==> src/rtl/secfuse_pkg.sv <==
/*
 * security state package: fuse bits, counter steps, access zones, structs.
 * assumes nothing of its surroundings.
 */
package secfuse_pkg;
   // ***************
   // fuse positions
   // ***************
   localparam int FAB_BIT = 0;
   localparam int CMA_BIT = 1;
   localparam int PER_BIT = 2;
   localparam int LOT_BIT = 3;
   localparam logic [3:0] FUSE_INTACT    = 4'hF;
   localparam logic [3:0] FUSE_RESV_BITS = 4'hF;
   localparam logic [3:0] FUSE_ALL_BLOWN = 4'h0;

   // ***************
   // counter values
   // ***************
   localparam logic [7:0] CNT_FULL   = 8'hFF;
   localparam logic [7:0] CNT_LOCKED = 8'h00;
   localparam logic [7:0] CNT_MASK4  = 8'hEE;

   // ***************
   // sizes
   // ***************
   localparam int N_KEYS  = 4;
   localparam int N_PWSET = 8;
   localparam int N_PW    = 16;
   localparam int KEY_W   = 64;
   localparam int PW_W    = 24;
   localparam int SEC_IDX = 15;
   localparam int STARTUP_PULSES = 5;

   // ***************
   // config memory zones
   // ***************
   typedef enum logic [2:0] {
      ZONE_IDENT  = 3'h0,
      ZONE_TEST   = 3'h1,
      ZONE_MAKER  = 3'h2,
      ZONE_LOTHST = 3'h3,
      ZONE_ACCESS = 3'h4,
      ZONE_CRYPTO = 3'h5,
      ZONE_SECRET = 3'h6,
      ZONE_PWD    = 3'h7
   } zone_e;

   typedef enum logic [2:0] {
      OP_NONE     = 3'h0,
      OP_PW_CHECK = 3'h1,
      OP_AUTH     = 3'h2,
      OP_BLOW     = 3'h3,
      OP_SKEY_UPD = 3'h4
   } op_e;

   typedef struct packed {
      logic       valid;
      op_e        op;
      logic [3:0] index;
      logic       ok;
      logic [KEY_W-1:0] data;
   } sec_req_s;

   typedef struct packed {
      logic  valid;
      zone_e zone;
      logic  write;
      logic  sec_ok;
      logic  wpw_ok;
   } cfg_req_s;
endpackage

==> src/rtl/security_fuse_counter_logic.sv <==
/*
 * security state logic: keys, seeds, passwords, attempt counters, fuses,
 * configuration access rights and power-up protocol selection.
 * assumes a command decoder on clk_i issuing at most one request every three cycles and
 * rst_i as power-on reset; link clock and reset pins arrive unsynchronised.
 */
// Contract
// - four 64-bit session keys, updated on success
// - four 64-bit secret seeds stored
// - eight password pairs; change needs write password
// - secure code grants config write, self change
// - personalization fuse ends secure code write
// - sixteen password counters step ff ee cc 88 00
// - password locks at zero; pass restores ff
// - four auth counters, same stepping
// - auth key set locks at zero; pass restores
// - fuse byte bits 0-3, zero means blown
// - blown fuse never restored; rst_i reloads all four fuses intact
// - fuses blown fab, maker, personalization order
// - fab, maker and personalization fuses lock their config areas; lot fuse locks none
// - identification writable by secure code pre-fab
// - crypto area writable until personalization fuse
// - user zones governed by access registers only
// - reset high at power-up selects two-wire
// - reset low on rising clock selects async
// - async mode sticks until power cycle
// - eight-trials bit zero allows eight failures
`timescale 1ns/1ps
module security_fuse_counter_logic (
   input  wire logic                  clk_i,        // 40 MHz core clock
   input  wire logic                  rst_i,        // power-on reset
   input  wire logic                  link_clk_i,   // link clock pin
   input  wire logic                  card_rst_i,   // reset pin
   input  wire logic                  eight_trials_bit_i, // 0 = eight tries
   input  wire secfuse_pkg::sec_req_s req_i,        // security request
   input  wire secfuse_pkg::cfg_req_s cfg_i,        // config access query
   output logic                       req_done_o,   // request finished
   output logic                       req_ok_o,     // request granted
   output logic                       cfg_grant_o,  // config access allowed
   output logic                 [7:0] security_fuse_status_o, // fuse byte
   output logic                       async_mode_o, // smart-card mode
   output logic                       link_ready_o, // startup pulses seen
   output logic                       sec_code_ok_o,// secure code verified and personalization fuse intact
   output logic                [63:0] session_key_o,// key of last index
   output logic                 [7:0] cnt_view_o    // counter of last index
);
   // *********************************
   // state
   // *********************************
   localparam int N_PWSET_W = secfuse_pkg::N_PWSET;

   typedef enum logic [2:0] {
      ST_IDLE   = 3'b001,
      ST_COMMIT = 3'b010,
      ST_ACT    = 3'b100
   } st_e;

   typedef struct packed {
      st_e       st;
      logic [1:0] lclk_sync;
      logic [1:0] rst_sync;
      logic       lclk_prev;
      logic       mode_set;
      logic       async_mode;
      logic [2:0] pulses;
      logic [3:0] fuses;
      logic       sec_ok;
      logic [N_PWSET_W-1:0] wpw_ok;
      secfuse_pkg::sec_req_s held;
      logic       done;
      logic       ok;
      logic [63:0] key_view;
      logic [7:0]  cnt_view;
   } state_s;

   state_s s_q;
   state_s s_d;

   // nonvolatile-like storage, kept outside the struct to index cleanly
   logic [secfuse_pkg::KEY_W-1:0] session_keys [secfuse_pkg::N_KEYS];
   logic [secfuse_pkg::KEY_W-1:0] secret_seeds [secfuse_pkg::N_KEYS];
   logic [secfuse_pkg::PW_W-1:0]  read_pw      [secfuse_pkg::N_PWSET];
   logic [secfuse_pkg::PW_W-1:0]  write_pw     [secfuse_pkg::N_PWSET];
   logic [7:0] password_try_counter [secfuse_pkg::N_PW];
   logic [7:0] auth_try_counter     [secfuse_pkg::N_KEYS];

   // *********************************
   // counter steps
   // *********************************
   logic [7:0] pw_next;
   logic [7:0] au_next;
   logic       pw_lock;
   logic       au_lock;
   logic       is_pw;
   logic       is_au;

   assign is_pw = (s_q.held.op == secfuse_pkg::OP_PW_CHECK);
   assign is_au = (s_q.held.op == secfuse_pkg::OP_AUTH);

   try_counter_step u_pw_step (
      .cnt_i    (password_try_counter[s_q.held.index]),
      .fail_i   (!s_q.held.ok),
      .pass_i   (s_q.held.ok),
      .eight_i  (!eight_trials_bit_i),
      .cnt_o    (pw_next),
      .locked_o (pw_lock)
   );

   try_counter_step u_au_step (
      .cnt_i    (auth_try_counter[s_q.held.index[1:0]]),
      .fail_i   (!s_q.held.ok),
      .pass_i   (s_q.held.ok),
      .eight_i  (!eight_trials_bit_i),
      .cnt_o    (au_next),
      .locked_o (au_lock)
   );

   // *********************************
   // fuse order
   // *********************************
   logic blow_legal;
   logic [3:0] blow_mask;
   always_comb begin
      blow_mask  = 4'h0;
      blow_mask[s_q.held.index[1:0]] = 1'b1;
      // maker and personalization fuses need the previous fuse blown; lot fuse can be blown any time
      case (s_q.held.index[1:0])
         2'h0:    blow_legal = 1'b1;
         2'h1:    blow_legal = !s_q.fuses[secfuse_pkg::FAB_BIT];
         2'h2:    blow_legal = !s_q.fuses[secfuse_pkg::CMA_BIT];
         default: blow_legal = 1'b1;
      endcase
   end

   // *********************************
   // next state
   // *********************************
   always_comb begin
      s_d = s_q;
      s_d.done = 1'b0;
      s_d.lclk_sync = {s_q.lclk_sync[0], link_clk_i};
      s_d.rst_sync  = {s_q.rst_sync[0], card_rst_i};
      s_d.lclk_prev = s_q.lclk_sync[1];
      if (s_q.lclk_sync[1] && !s_q.lclk_prev) begin
         if (!s_q.mode_set) begin
            s_d.mode_set   = 1'b1;
            s_d.async_mode = !s_q.rst_sync[1];
         end
         if (s_q.pulses < 3'(secfuse_pkg::STARTUP_PULSES)) begin
            s_d.pulses = s_q.pulses + 3'h1;
         end
      end
      case (s_q.st)
         ST_IDLE: begin
            if (req_i.valid) begin
               s_d.held = req_i;
               s_d.st   = ST_COMMIT;
            end
         end
         ST_COMMIT: begin
            // counter written here, before the outcome is acted on
            s_d.st = ST_ACT;
         end
         ST_ACT: begin
            s_d.st   = ST_IDLE;
            s_d.done = 1'b1;
            s_d.ok   = 1'b0;
            case (s_q.held.op)
               secfuse_pkg::OP_PW_CHECK: begin
                  s_d.ok = s_q.held.ok && !pw_lock;
                  if (s_d.ok && s_q.held.index[3:0] == 4'(secfuse_pkg::SEC_IDX))
                     s_d.sec_ok = 1'b1;
                  if (s_d.ok && !s_q.held.index[3])
                     s_d.wpw_ok[s_q.held.index[2:0]] = 1'b1;
               end
               secfuse_pkg::OP_AUTH: s_d.ok = s_q.held.ok && !au_lock;
               secfuse_pkg::OP_BLOW: begin
                  s_d.ok = blow_legal;
                  if (blow_legal)
                     s_d.fuses = s_q.fuses & ~blow_mask;
               end
               secfuse_pkg::OP_SKEY_UPD: s_d.ok = 1'b1;
               default: s_d.ok = 1'b0;
            endcase
            // counter storage already holds this outcome; stepping again would skip a value; a new session key comes from held.data
            s_d.key_view = session_keys[s_q.held.index[1:0]];
            if (s_q.held.ok
                && ((is_au && !au_lock) || s_q.held.op == secfuse_pkg::OP_SKEY_UPD))
               s_d.key_view = s_q.held.data;
            s_d.cnt_view = is_au ? auth_try_counter[s_q.held.index[1:0]]
                                 : password_try_counter[s_q.held.index];
         end
         default: s_d.st = ST_IDLE;
      endcase
   end

   always_ff @(posedge clk_i or posedge rst_i) begin
      if (rst_i) begin
         s_q <= '{st: ST_IDLE, fuses: secfuse_pkg::FUSE_INTACT, default: '0};
      end else begin
         s_q <= s_d;
      end
   end

   // *********************************
   // storage updates
   // *********************************
   for (genvar i = 0; i < secfuse_pkg::N_PW; i++) begin : g_pac
      always_ff @(posedge clk_i or posedge rst_i) begin
         if (rst_i) begin
            password_try_counter[i] <= secfuse_pkg::CNT_FULL;
         end else if (s_q.st == ST_COMMIT && is_pw && s_q.held.index == 4'(i)) begin
            password_try_counter[i] <= pw_next;
         end
      end
   end

   for (genvar k = 0; k < secfuse_pkg::N_KEYS; k++) begin : g_key
      always_ff @(posedge clk_i or posedge rst_i) begin
         if (rst_i) begin
            auth_try_counter[k] <= secfuse_pkg::CNT_FULL;
            session_keys[k]     <= '0;
            secret_seeds[k]     <= '0;
         end else begin
            if (s_q.st == ST_COMMIT && is_au && s_q.held.index[1:0] == 2'(k))
               auth_try_counter[k] <= au_next;
            if (s_q.st == ST_ACT && s_q.held.ok && s_q.held.index[1:0] == 2'(k)
                && ((is_au && !au_lock) || s_q.held.op == secfuse_pkg::OP_SKEY_UPD))
               session_keys[k] <= s_q.held.data;
            if (cfg_i.valid && cfg_grant_o && cfg_i.write
                && cfg_i.zone == secfuse_pkg::ZONE_SECRET && s_q.held.index[1:0] == 2'(k))
               secret_seeds[k] <= s_q.held.data;
         end
      end
   end

   for (genvar p = 0; p < secfuse_pkg::N_PWSET; p++) begin : g_pw
      always_ff @(posedge clk_i or posedge rst_i) begin
         if (rst_i) begin
            read_pw[p]  <= '1;
            write_pw[p] <= '1;
         end else if (cfg_i.valid && cfg_i.write && cfg_i.zone == secfuse_pkg::ZONE_PWD
                      && s_q.wpw_ok[p] && s_q.held.index[2:0] == 3'(p)) begin
            read_pw[p]  <= s_q.held.data[secfuse_pkg::PW_W-1:0];
            write_pw[p] <= s_q.held.data[2*secfuse_pkg::PW_W-1:secfuse_pkg::PW_W];
         end
      end
   end

   // *********************************
   // config access rights
   // *********************************
   logic sc_live;
   assign sc_live = s_q.sec_ok && s_q.fuses[secfuse_pkg::PER_BIT];
   always_comb begin
      cfg_grant_o = 1'b0;
      if (cfg_i.valid) begin
         if (!cfg_i.write) begin
            cfg_grant_o = !(cfg_i.zone inside {secfuse_pkg::ZONE_SECRET, secfuse_pkg::ZONE_PWD})
                          || sc_live;
         end else begin
            case (cfg_i.zone)
               secfuse_pkg::ZONE_IDENT:
                  cfg_grant_o = sc_live && s_q.fuses[secfuse_pkg::FAB_BIT];
               secfuse_pkg::ZONE_TEST:   cfg_grant_o = 1'b1;
               secfuse_pkg::ZONE_MAKER:
                  cfg_grant_o = sc_live && s_q.fuses[secfuse_pkg::CMA_BIT];
               secfuse_pkg::ZONE_LOTHST: cfg_grant_o = 1'b0;
               secfuse_pkg::ZONE_PWD:
                  cfg_grant_o = sc_live || s_q.wpw_ok != '0;
               default: cfg_grant_o = sc_live;
            endcase
         end
      end
   end
   // user zones are decided by access registers elsewhere, never by fuses

   // *********************************
   // outputs
   // *********************************
   assign req_done_o    = s_q.done;
   assign req_ok_o      = s_q.ok;
   assign security_fuse_status_o = {secfuse_pkg::FUSE_RESV_BITS, s_q.fuses};
   assign async_mode_o  = s_q.async_mode;
   assign link_ready_o  = s_q.pulses == 3'(secfuse_pkg::STARTUP_PULSES);
   assign sec_code_ok_o = sc_live;
   assign session_key_o = s_q.key_view;
   assign cnt_view_o    = s_q.cnt_view;

   // *********************************
   // assertions
   // *********************************
   property p_fuse_once;
      @(posedge clk_i) disable iff (rst_i)
      (s_q.fuses != $past(s_q.fuses)) |-> ((s_q.fuses & ~$past(s_q.fuses)) == 4'h0);
   endproperty
   a_fuse_once: assert property (p_fuse_once) else $error("fuse restored");

   property p_order;
      @(posedge clk_i) disable iff (rst_i)
      !s_q.fuses[secfuse_pkg::PER_BIT] |-> !s_q.fuses[secfuse_pkg::CMA_BIT]
                                       && !s_q.fuses[secfuse_pkg::FAB_BIT];
   endproperty
   a_order: assert property (p_order) else $error("fuse order broken");

   property p_async_stick;
      @(posedge clk_i) disable iff (rst_i)
      async_mode_o |=> async_mode_o;
   endproperty
   a_async_stick: assert property (p_async_stick) else $error("left async mode");

   property p_per_lock;
      @(posedge clk_i) disable iff (rst_i)
      (cfg_i.valid && cfg_i.write && cfg_i.zone == secfuse_pkg::ZONE_CRYPTO
       && !s_q.fuses[secfuse_pkg::PER_BIT]) |-> !cfg_grant_o;
   endproperty
   a_per_lock: assert property (p_per_lock) else $error("write after pers fuse");

   property p_ident;
      @(posedge clk_i) disable iff (rst_i)
      (cfg_i.valid && cfg_i.write && cfg_i.zone == secfuse_pkg::ZONE_IDENT
       && !s_q.fuses[secfuse_pkg::FAB_BIT]) |-> !cfg_grant_o;
   endproperty
   a_ident: assert property (p_ident) else $error("ident write after fab");

   property p_status;
      @(posedge clk_i) disable iff (rst_i)
      security_fuse_status_o[7:4] == secfuse_pkg::FUSE_RESV_BITS;
   endproperty
   a_status: assert property (p_status) else $error("reserved bits wrong");

   property p_commit;
      @(posedge clk_i) disable iff (rst_i)
      (s_q.st == ST_IDLE && req_i.valid) |-> ##3 req_done_o;
   endproperty
   a_commit: assert property (p_commit) else $error("request not finished");

   property p_pw_fail;
      @(posedge clk_i) disable iff (rst_i)
      (s_q.st == ST_COMMIT && is_pw && !s_q.held.ok && !pw_lock && eight_trials_bit_i)
      |=> (password_try_counter[$past(s_q.held.index)] ==
           ($past(password_try_counter[s_q.held.index])
            & (($past(password_try_counter[s_q.held.index]) << 1) & secfuse_pkg::CNT_MASK4))
           && password_try_counter[$past(s_q.held.index)]
              != $past(password_try_counter[s_q.held.index]));
   endproperty
   a_pw_fail: assert property (p_pw_fail) else $error("password count step wrong");

   c_blow:  cover property (@(posedge clk_i) req_done_o && req_ok_o
                            && s_q.held.op == secfuse_pkg::OP_BLOW);
   c_async: cover property (@(posedge clk_i) async_mode_o);
   c_lock:  cover property (@(posedge clk_i) req_done_o
                            && cnt_view_o == secfuse_pkg::CNT_LOCKED);
endmodule // security_fuse_counter_logic

==> src/rtl/try_counter_step.sv <==
/*
 * attempt counter step: next value after a wrong or right presentation.
 * assumes the caller holds the counter and the eight-trials bit.
 */
`timescale 1ns/1ps
module try_counter_step (
   input  wire logic [7:0] cnt_i,       // present counter
   input  wire logic       fail_i,      // wrong presentation
   input  wire logic       pass_i,      // correct presentation
   input  wire logic       eight_i,     // 1 = eight-step sequence
   output logic      [7:0] cnt_o,       // next counter
   output logic            locked_o     // counter at zero
);
   always_comb begin
      cnt_o    = cnt_i;
      locked_o = (cnt_i == secfuse_pkg::CNT_LOCKED);
      if (!locked_o) begin
         if (pass_i) begin
            cnt_o = secfuse_pkg::CNT_FULL;
         end else if (fail_i) begin
            if (eight_i) begin
               cnt_o = cnt_i & {cnt_i[6:0], 1'b0};
            end else begin
               // ff ee cc 88 00: shift per nibble
               cnt_o = cnt_i & {cnt_i[6:4], 1'b0, cnt_i[2:0], 1'b0};
            end
         end
      end
   end
endmodule // try_counter_step

==> config.mk <==
export PLATFORM = sky130hd
export DESIGN_NAME = security_fuse_counter_logic
export DESIGN_NICKNAME = d
export VERILOG_FILES = /design/src/rtl/secfuse_pkg.sv /design/src/rtl/security_fuse_counter_logic.sv /design/src/rtl/try_counter_step.sv
export SDC_FILE = /design/constraint.sdc
export NUM_CORES = 1
export LEC_CHECK = 0
export BUFFER_PORTS_ARGS = -buffer_cell sky130_fd_sc_hd__buf_4
export CAP_MARGIN = 20
export CORE_UTILIZATION = 45
export CTS_BUF_LIST = sky130_fd_sc_hd__clkbuf_8
export DETAILED_ROUTE_END_ITERATION = 6
export MAX_ROUTING_LAYER = met4
export PLACE_DENSITY_LB_ADDON = 0.15
export REMOVE_ABC_BUFFERS = 1
export SYNTH_ARGS = -nofsm -noshare
export SYNTH_HDL_FRONTEND = slang
export SYNTH_SLANG_ARGS = --single-unit
==> constraint.sdc <==
create_clock -name clk_i -period 36.4 [get_ports clk_i]
set_clock_uncertainty 0.1 [all_clocks]
set_input_delay 3.64 -clock clk_i [delete_from_list [all_inputs] [get_ports clk_i]]
set_output_delay 3.64 -clock clk_i [all_outputs]
set_load 0.02 [all_outputs]
==> results.md <==
- Final instance area: 29,900 µm²
- Hold Path Origin: s_d[169]
- Mapped Cells: 2,067
- Final Hold Vio Count: 0
- Post-DP Area: 27,600 µm²
- Die area: 59,800 µm²
- Post-CTS Hold Buffers: 0
- Post-CTS resize count: 0
- Fin crit share: 22.5%
- Max VDD drop: 0.0375 mV
- Worst hold path class: flip-flop to flip-flop
- R2R Setup Slk: 30.59 ns
- Status: completed
- Final #Nets: 2,236
- DR WL/cell: 20.3 µm
- Commonest non-fill, non-tap cell in the layout: dfrtp_1
- Headroom to the max-slew limit: 32.1%
- Critical path destination: cfg_grant_o
- Via count: 16,200
- Boundary Pins: 171
- Syn avg cell area: 12.8 µm²
- Starting density of the core: 45.7%
- Commonest cells after routing, fill and taps aside: 420 x dfrtp_1, 278 x mux2_2, 226 x nand2_1
- RSZ-0062 raised after global routing: false
- CTS tree: built
- Worst Setup SP: cfg_i[3]
- Critical Path AT: 4.44 ns
- Post-route DRC: 0
- Mapped Area: 26,500 µm²
- Maxcap violations: 0
- Slowest CP cell: a21oi_1
- Antenna viol nets, final: 0
- Core Rows: 88
- Worst path max stage delay: 0.16 ns
- Primary FF master, synth: dfrtp_1
- TNS Setup: 0 ns
- Slew at the pin closest to its max-slew limit: 1.02 ns
- IO buf count: 164
- Pwr/cell area: 72.0 nW/µm²
- CP Class: input pin to output pin
- Fraction of layout instances using a drive strength above 1: 39.8%
- Seq/Total Area, Yosys: 56.3%
- H-tree depth: 3
- Synth warn: 0
- Synth async-reset ratio: 100%
- Largest net degree at the start of global routing: 156
- CP endpoint kind: output pin
- Clock Tree Buf Depth: 3
- GPL Wtd Cong: 0.847
- Via-to-Cell Ratio: 5.42
- First drt pass iteration count: 5
- Crit start category: input pin
- Crit path time final: 8.18 ns
- Post-synthesis register bit count: 588
- Total GRT Usage: 21.5%
- Post-CTS Setup Inserts: 0
- Reg clk slew, reported paths: 0.06 ns
- Crit path cell chain: buf_4, nand2b_1, a21oi_1, o22ai_1, a21oi_1, buf_4
- Critical Path RT: 32.66 ns
- Worst-Skew Late Latency: 0.71 ns
- Worst-path maximum fanout: 3
- DR iter-0 viols: 888
- Worst R2R Path Depth: 10
- Die height: 245 µm
- Leakage: 13.9 nW
- Fmax: 122 MHz
- Reg2reg start: s_q[140]
- Overall routed net length: 60,900 µm
- Filler instances: 5,092
- First-pass GRT wire length: 97,000 µm
- Clk sinks: 588
- Grt ovf: 0
- Final setup fails: 0
- Synthesis-to-layout area growth: 12.9%
- DPL Wire Length: 36,600 µm
- R2R Path End: s_q[152]
- Area of the core: 57,900 µm²
- Post-synth EDFFs: 0
- Synth cell types: 59
- Die Wd: 245 µm
- Num CTS Buffers: 101
- Max-slew violation count: 0
- Vias in the first global route: 17,000
- Initial antenna violation count: 4
- CTS root buf: clkbuf_8
==> per-stage QoR <==
step | setup slack, ns | hold WS (ns) | std cells | total power [mW] | utilization (%)
floorplan | 16.48 | 0.231 | 1856 | 1.30 | -
global placement | 28.19 | 0.236 | 2806 | 1.50 | 47.6
detailed placement | 28.23 | 0.239 | 2806 | 1.52 | 47.6
CTS | 28.23 | 0.254 | 2993 | 2.18 | 51.5
global route | 28.14 | 0.257 | 2998 | 2.27 | 51.6
finish | 28.22 | 0.251 | 2998 | 2.15 | 51.6
==> Yosys cell counts, drive strengths merged (2+ instances only) <==
library cell  count  area, µm²
dfrtp           423      10600
mux2            342       3850
nand2           230        886
o21ai           206       1060
dfstp           165       4340
buf             139       1060
nor2             97        367
mux2i            83        831
clkbuf           75        285
mux4             75       1690
a31oi            44        275
a21oi            38        190
a221oi           18        158
a22oi            15        113
nand3            11       55.1
and2             10       62.6
inv              10       37.5
nor2b            10       62.6
o21bai            8       60.1
nor3              7       35.0
ha                6       75.1
or4               6       45.0
a21boi            5       37.5
nand2b            5       31.3
a21o              4       30.0
clkinv            3       11.3
o211ai            3       22.5
o2bb2ai           3       26.3
or2               3       18.8
a2bb2oi           2       17.5
o21a              2       15.0
o221ai            2       17.5
o22a              2       17.5
o31ai             2       15.0
==> state kept, by name (all words and copies together) (netlist names), 3 cells and up <==
register and cells:
security_fuse_status_o 4, session_key_o 64, cnt_view_o 8, s_q 90
session_keys 256, password_try_counter 128, auth_try_counter 32, s_d 3
==> worst min path at each step <==
stage | to | depth (start not counted) | slack, ns
6_report | s_d[165] | 0 | 0.25
5_1_grt | s_q[167] | 0 | 0.26
4_1_cts | s_d[165] | 0 | 0.25
3_5_place_dp | s_q[167] | 0 | 0.24
3_3_place_gp | s_d[165] | 0 | 0.24
2_1_floorplan | s_d[165] | 0 | 0.23
==> power breakdown <==
part           leakage [nW]  internal [mW]  total, mW  switching, mW
Clock                  1.27          0.376      0.650          0.274
Combinational          5.21          0.237      0.587          0.349
Sequential             7.40          0.796      0.914          0.117
==> critical path: cells and delay by family <==
kind            cells  cell delay (ns)
buf+inv             2             0.28
compound gates      3             0.40
simple gates        1             0.13
==> cell type report <==
cell class | instances | area [µm²] | share of cell area, %
Antenna cell | 4 | 10.0 | 0.0335
Clock buffer | 146 | 2010 | 6.72
Clock inverter | 41 | 280 | 0.938
Inverter | 13 | 56.3 | 0.188
Multi-Input combinational cell | 1255 | 10200 | 34.2
Sequential cell | 588 | 14900 | 50.0
Tap cell | 765 | 957 | 3.20
Timing Repair Buffer | 186 | 1430 | 4.78
==> logic make-up (layout without fill, tap and decap cells) <==
logic type      count (synthesis)  count (layout)  share of synthesized area, %
flops                         588             588                          56.3
mux                           500             500                          24.1
simple gates                  383             383                          6.01
compound gates                361             361                          7.98
buf+inv                       227             386                          5.27
fa+ha+maj                       6               6                         0.283
other cells                     1               8                        0.0142
xor+xnor                        1               1                        0.0331
==> routing by layer <==
metal | global-route usage [%] | wire [µm] | vias up
li1 | - | - | 7486
met1 | 28.1 | 27000 | 8336
met2 | 33.5 | 29500 | 325
met3 | 4.49 | 3200 | 88
met4 | 6.69 | 1300 | 0
met5 | - | 0 | -
Power figures use the tool's default switching activity.
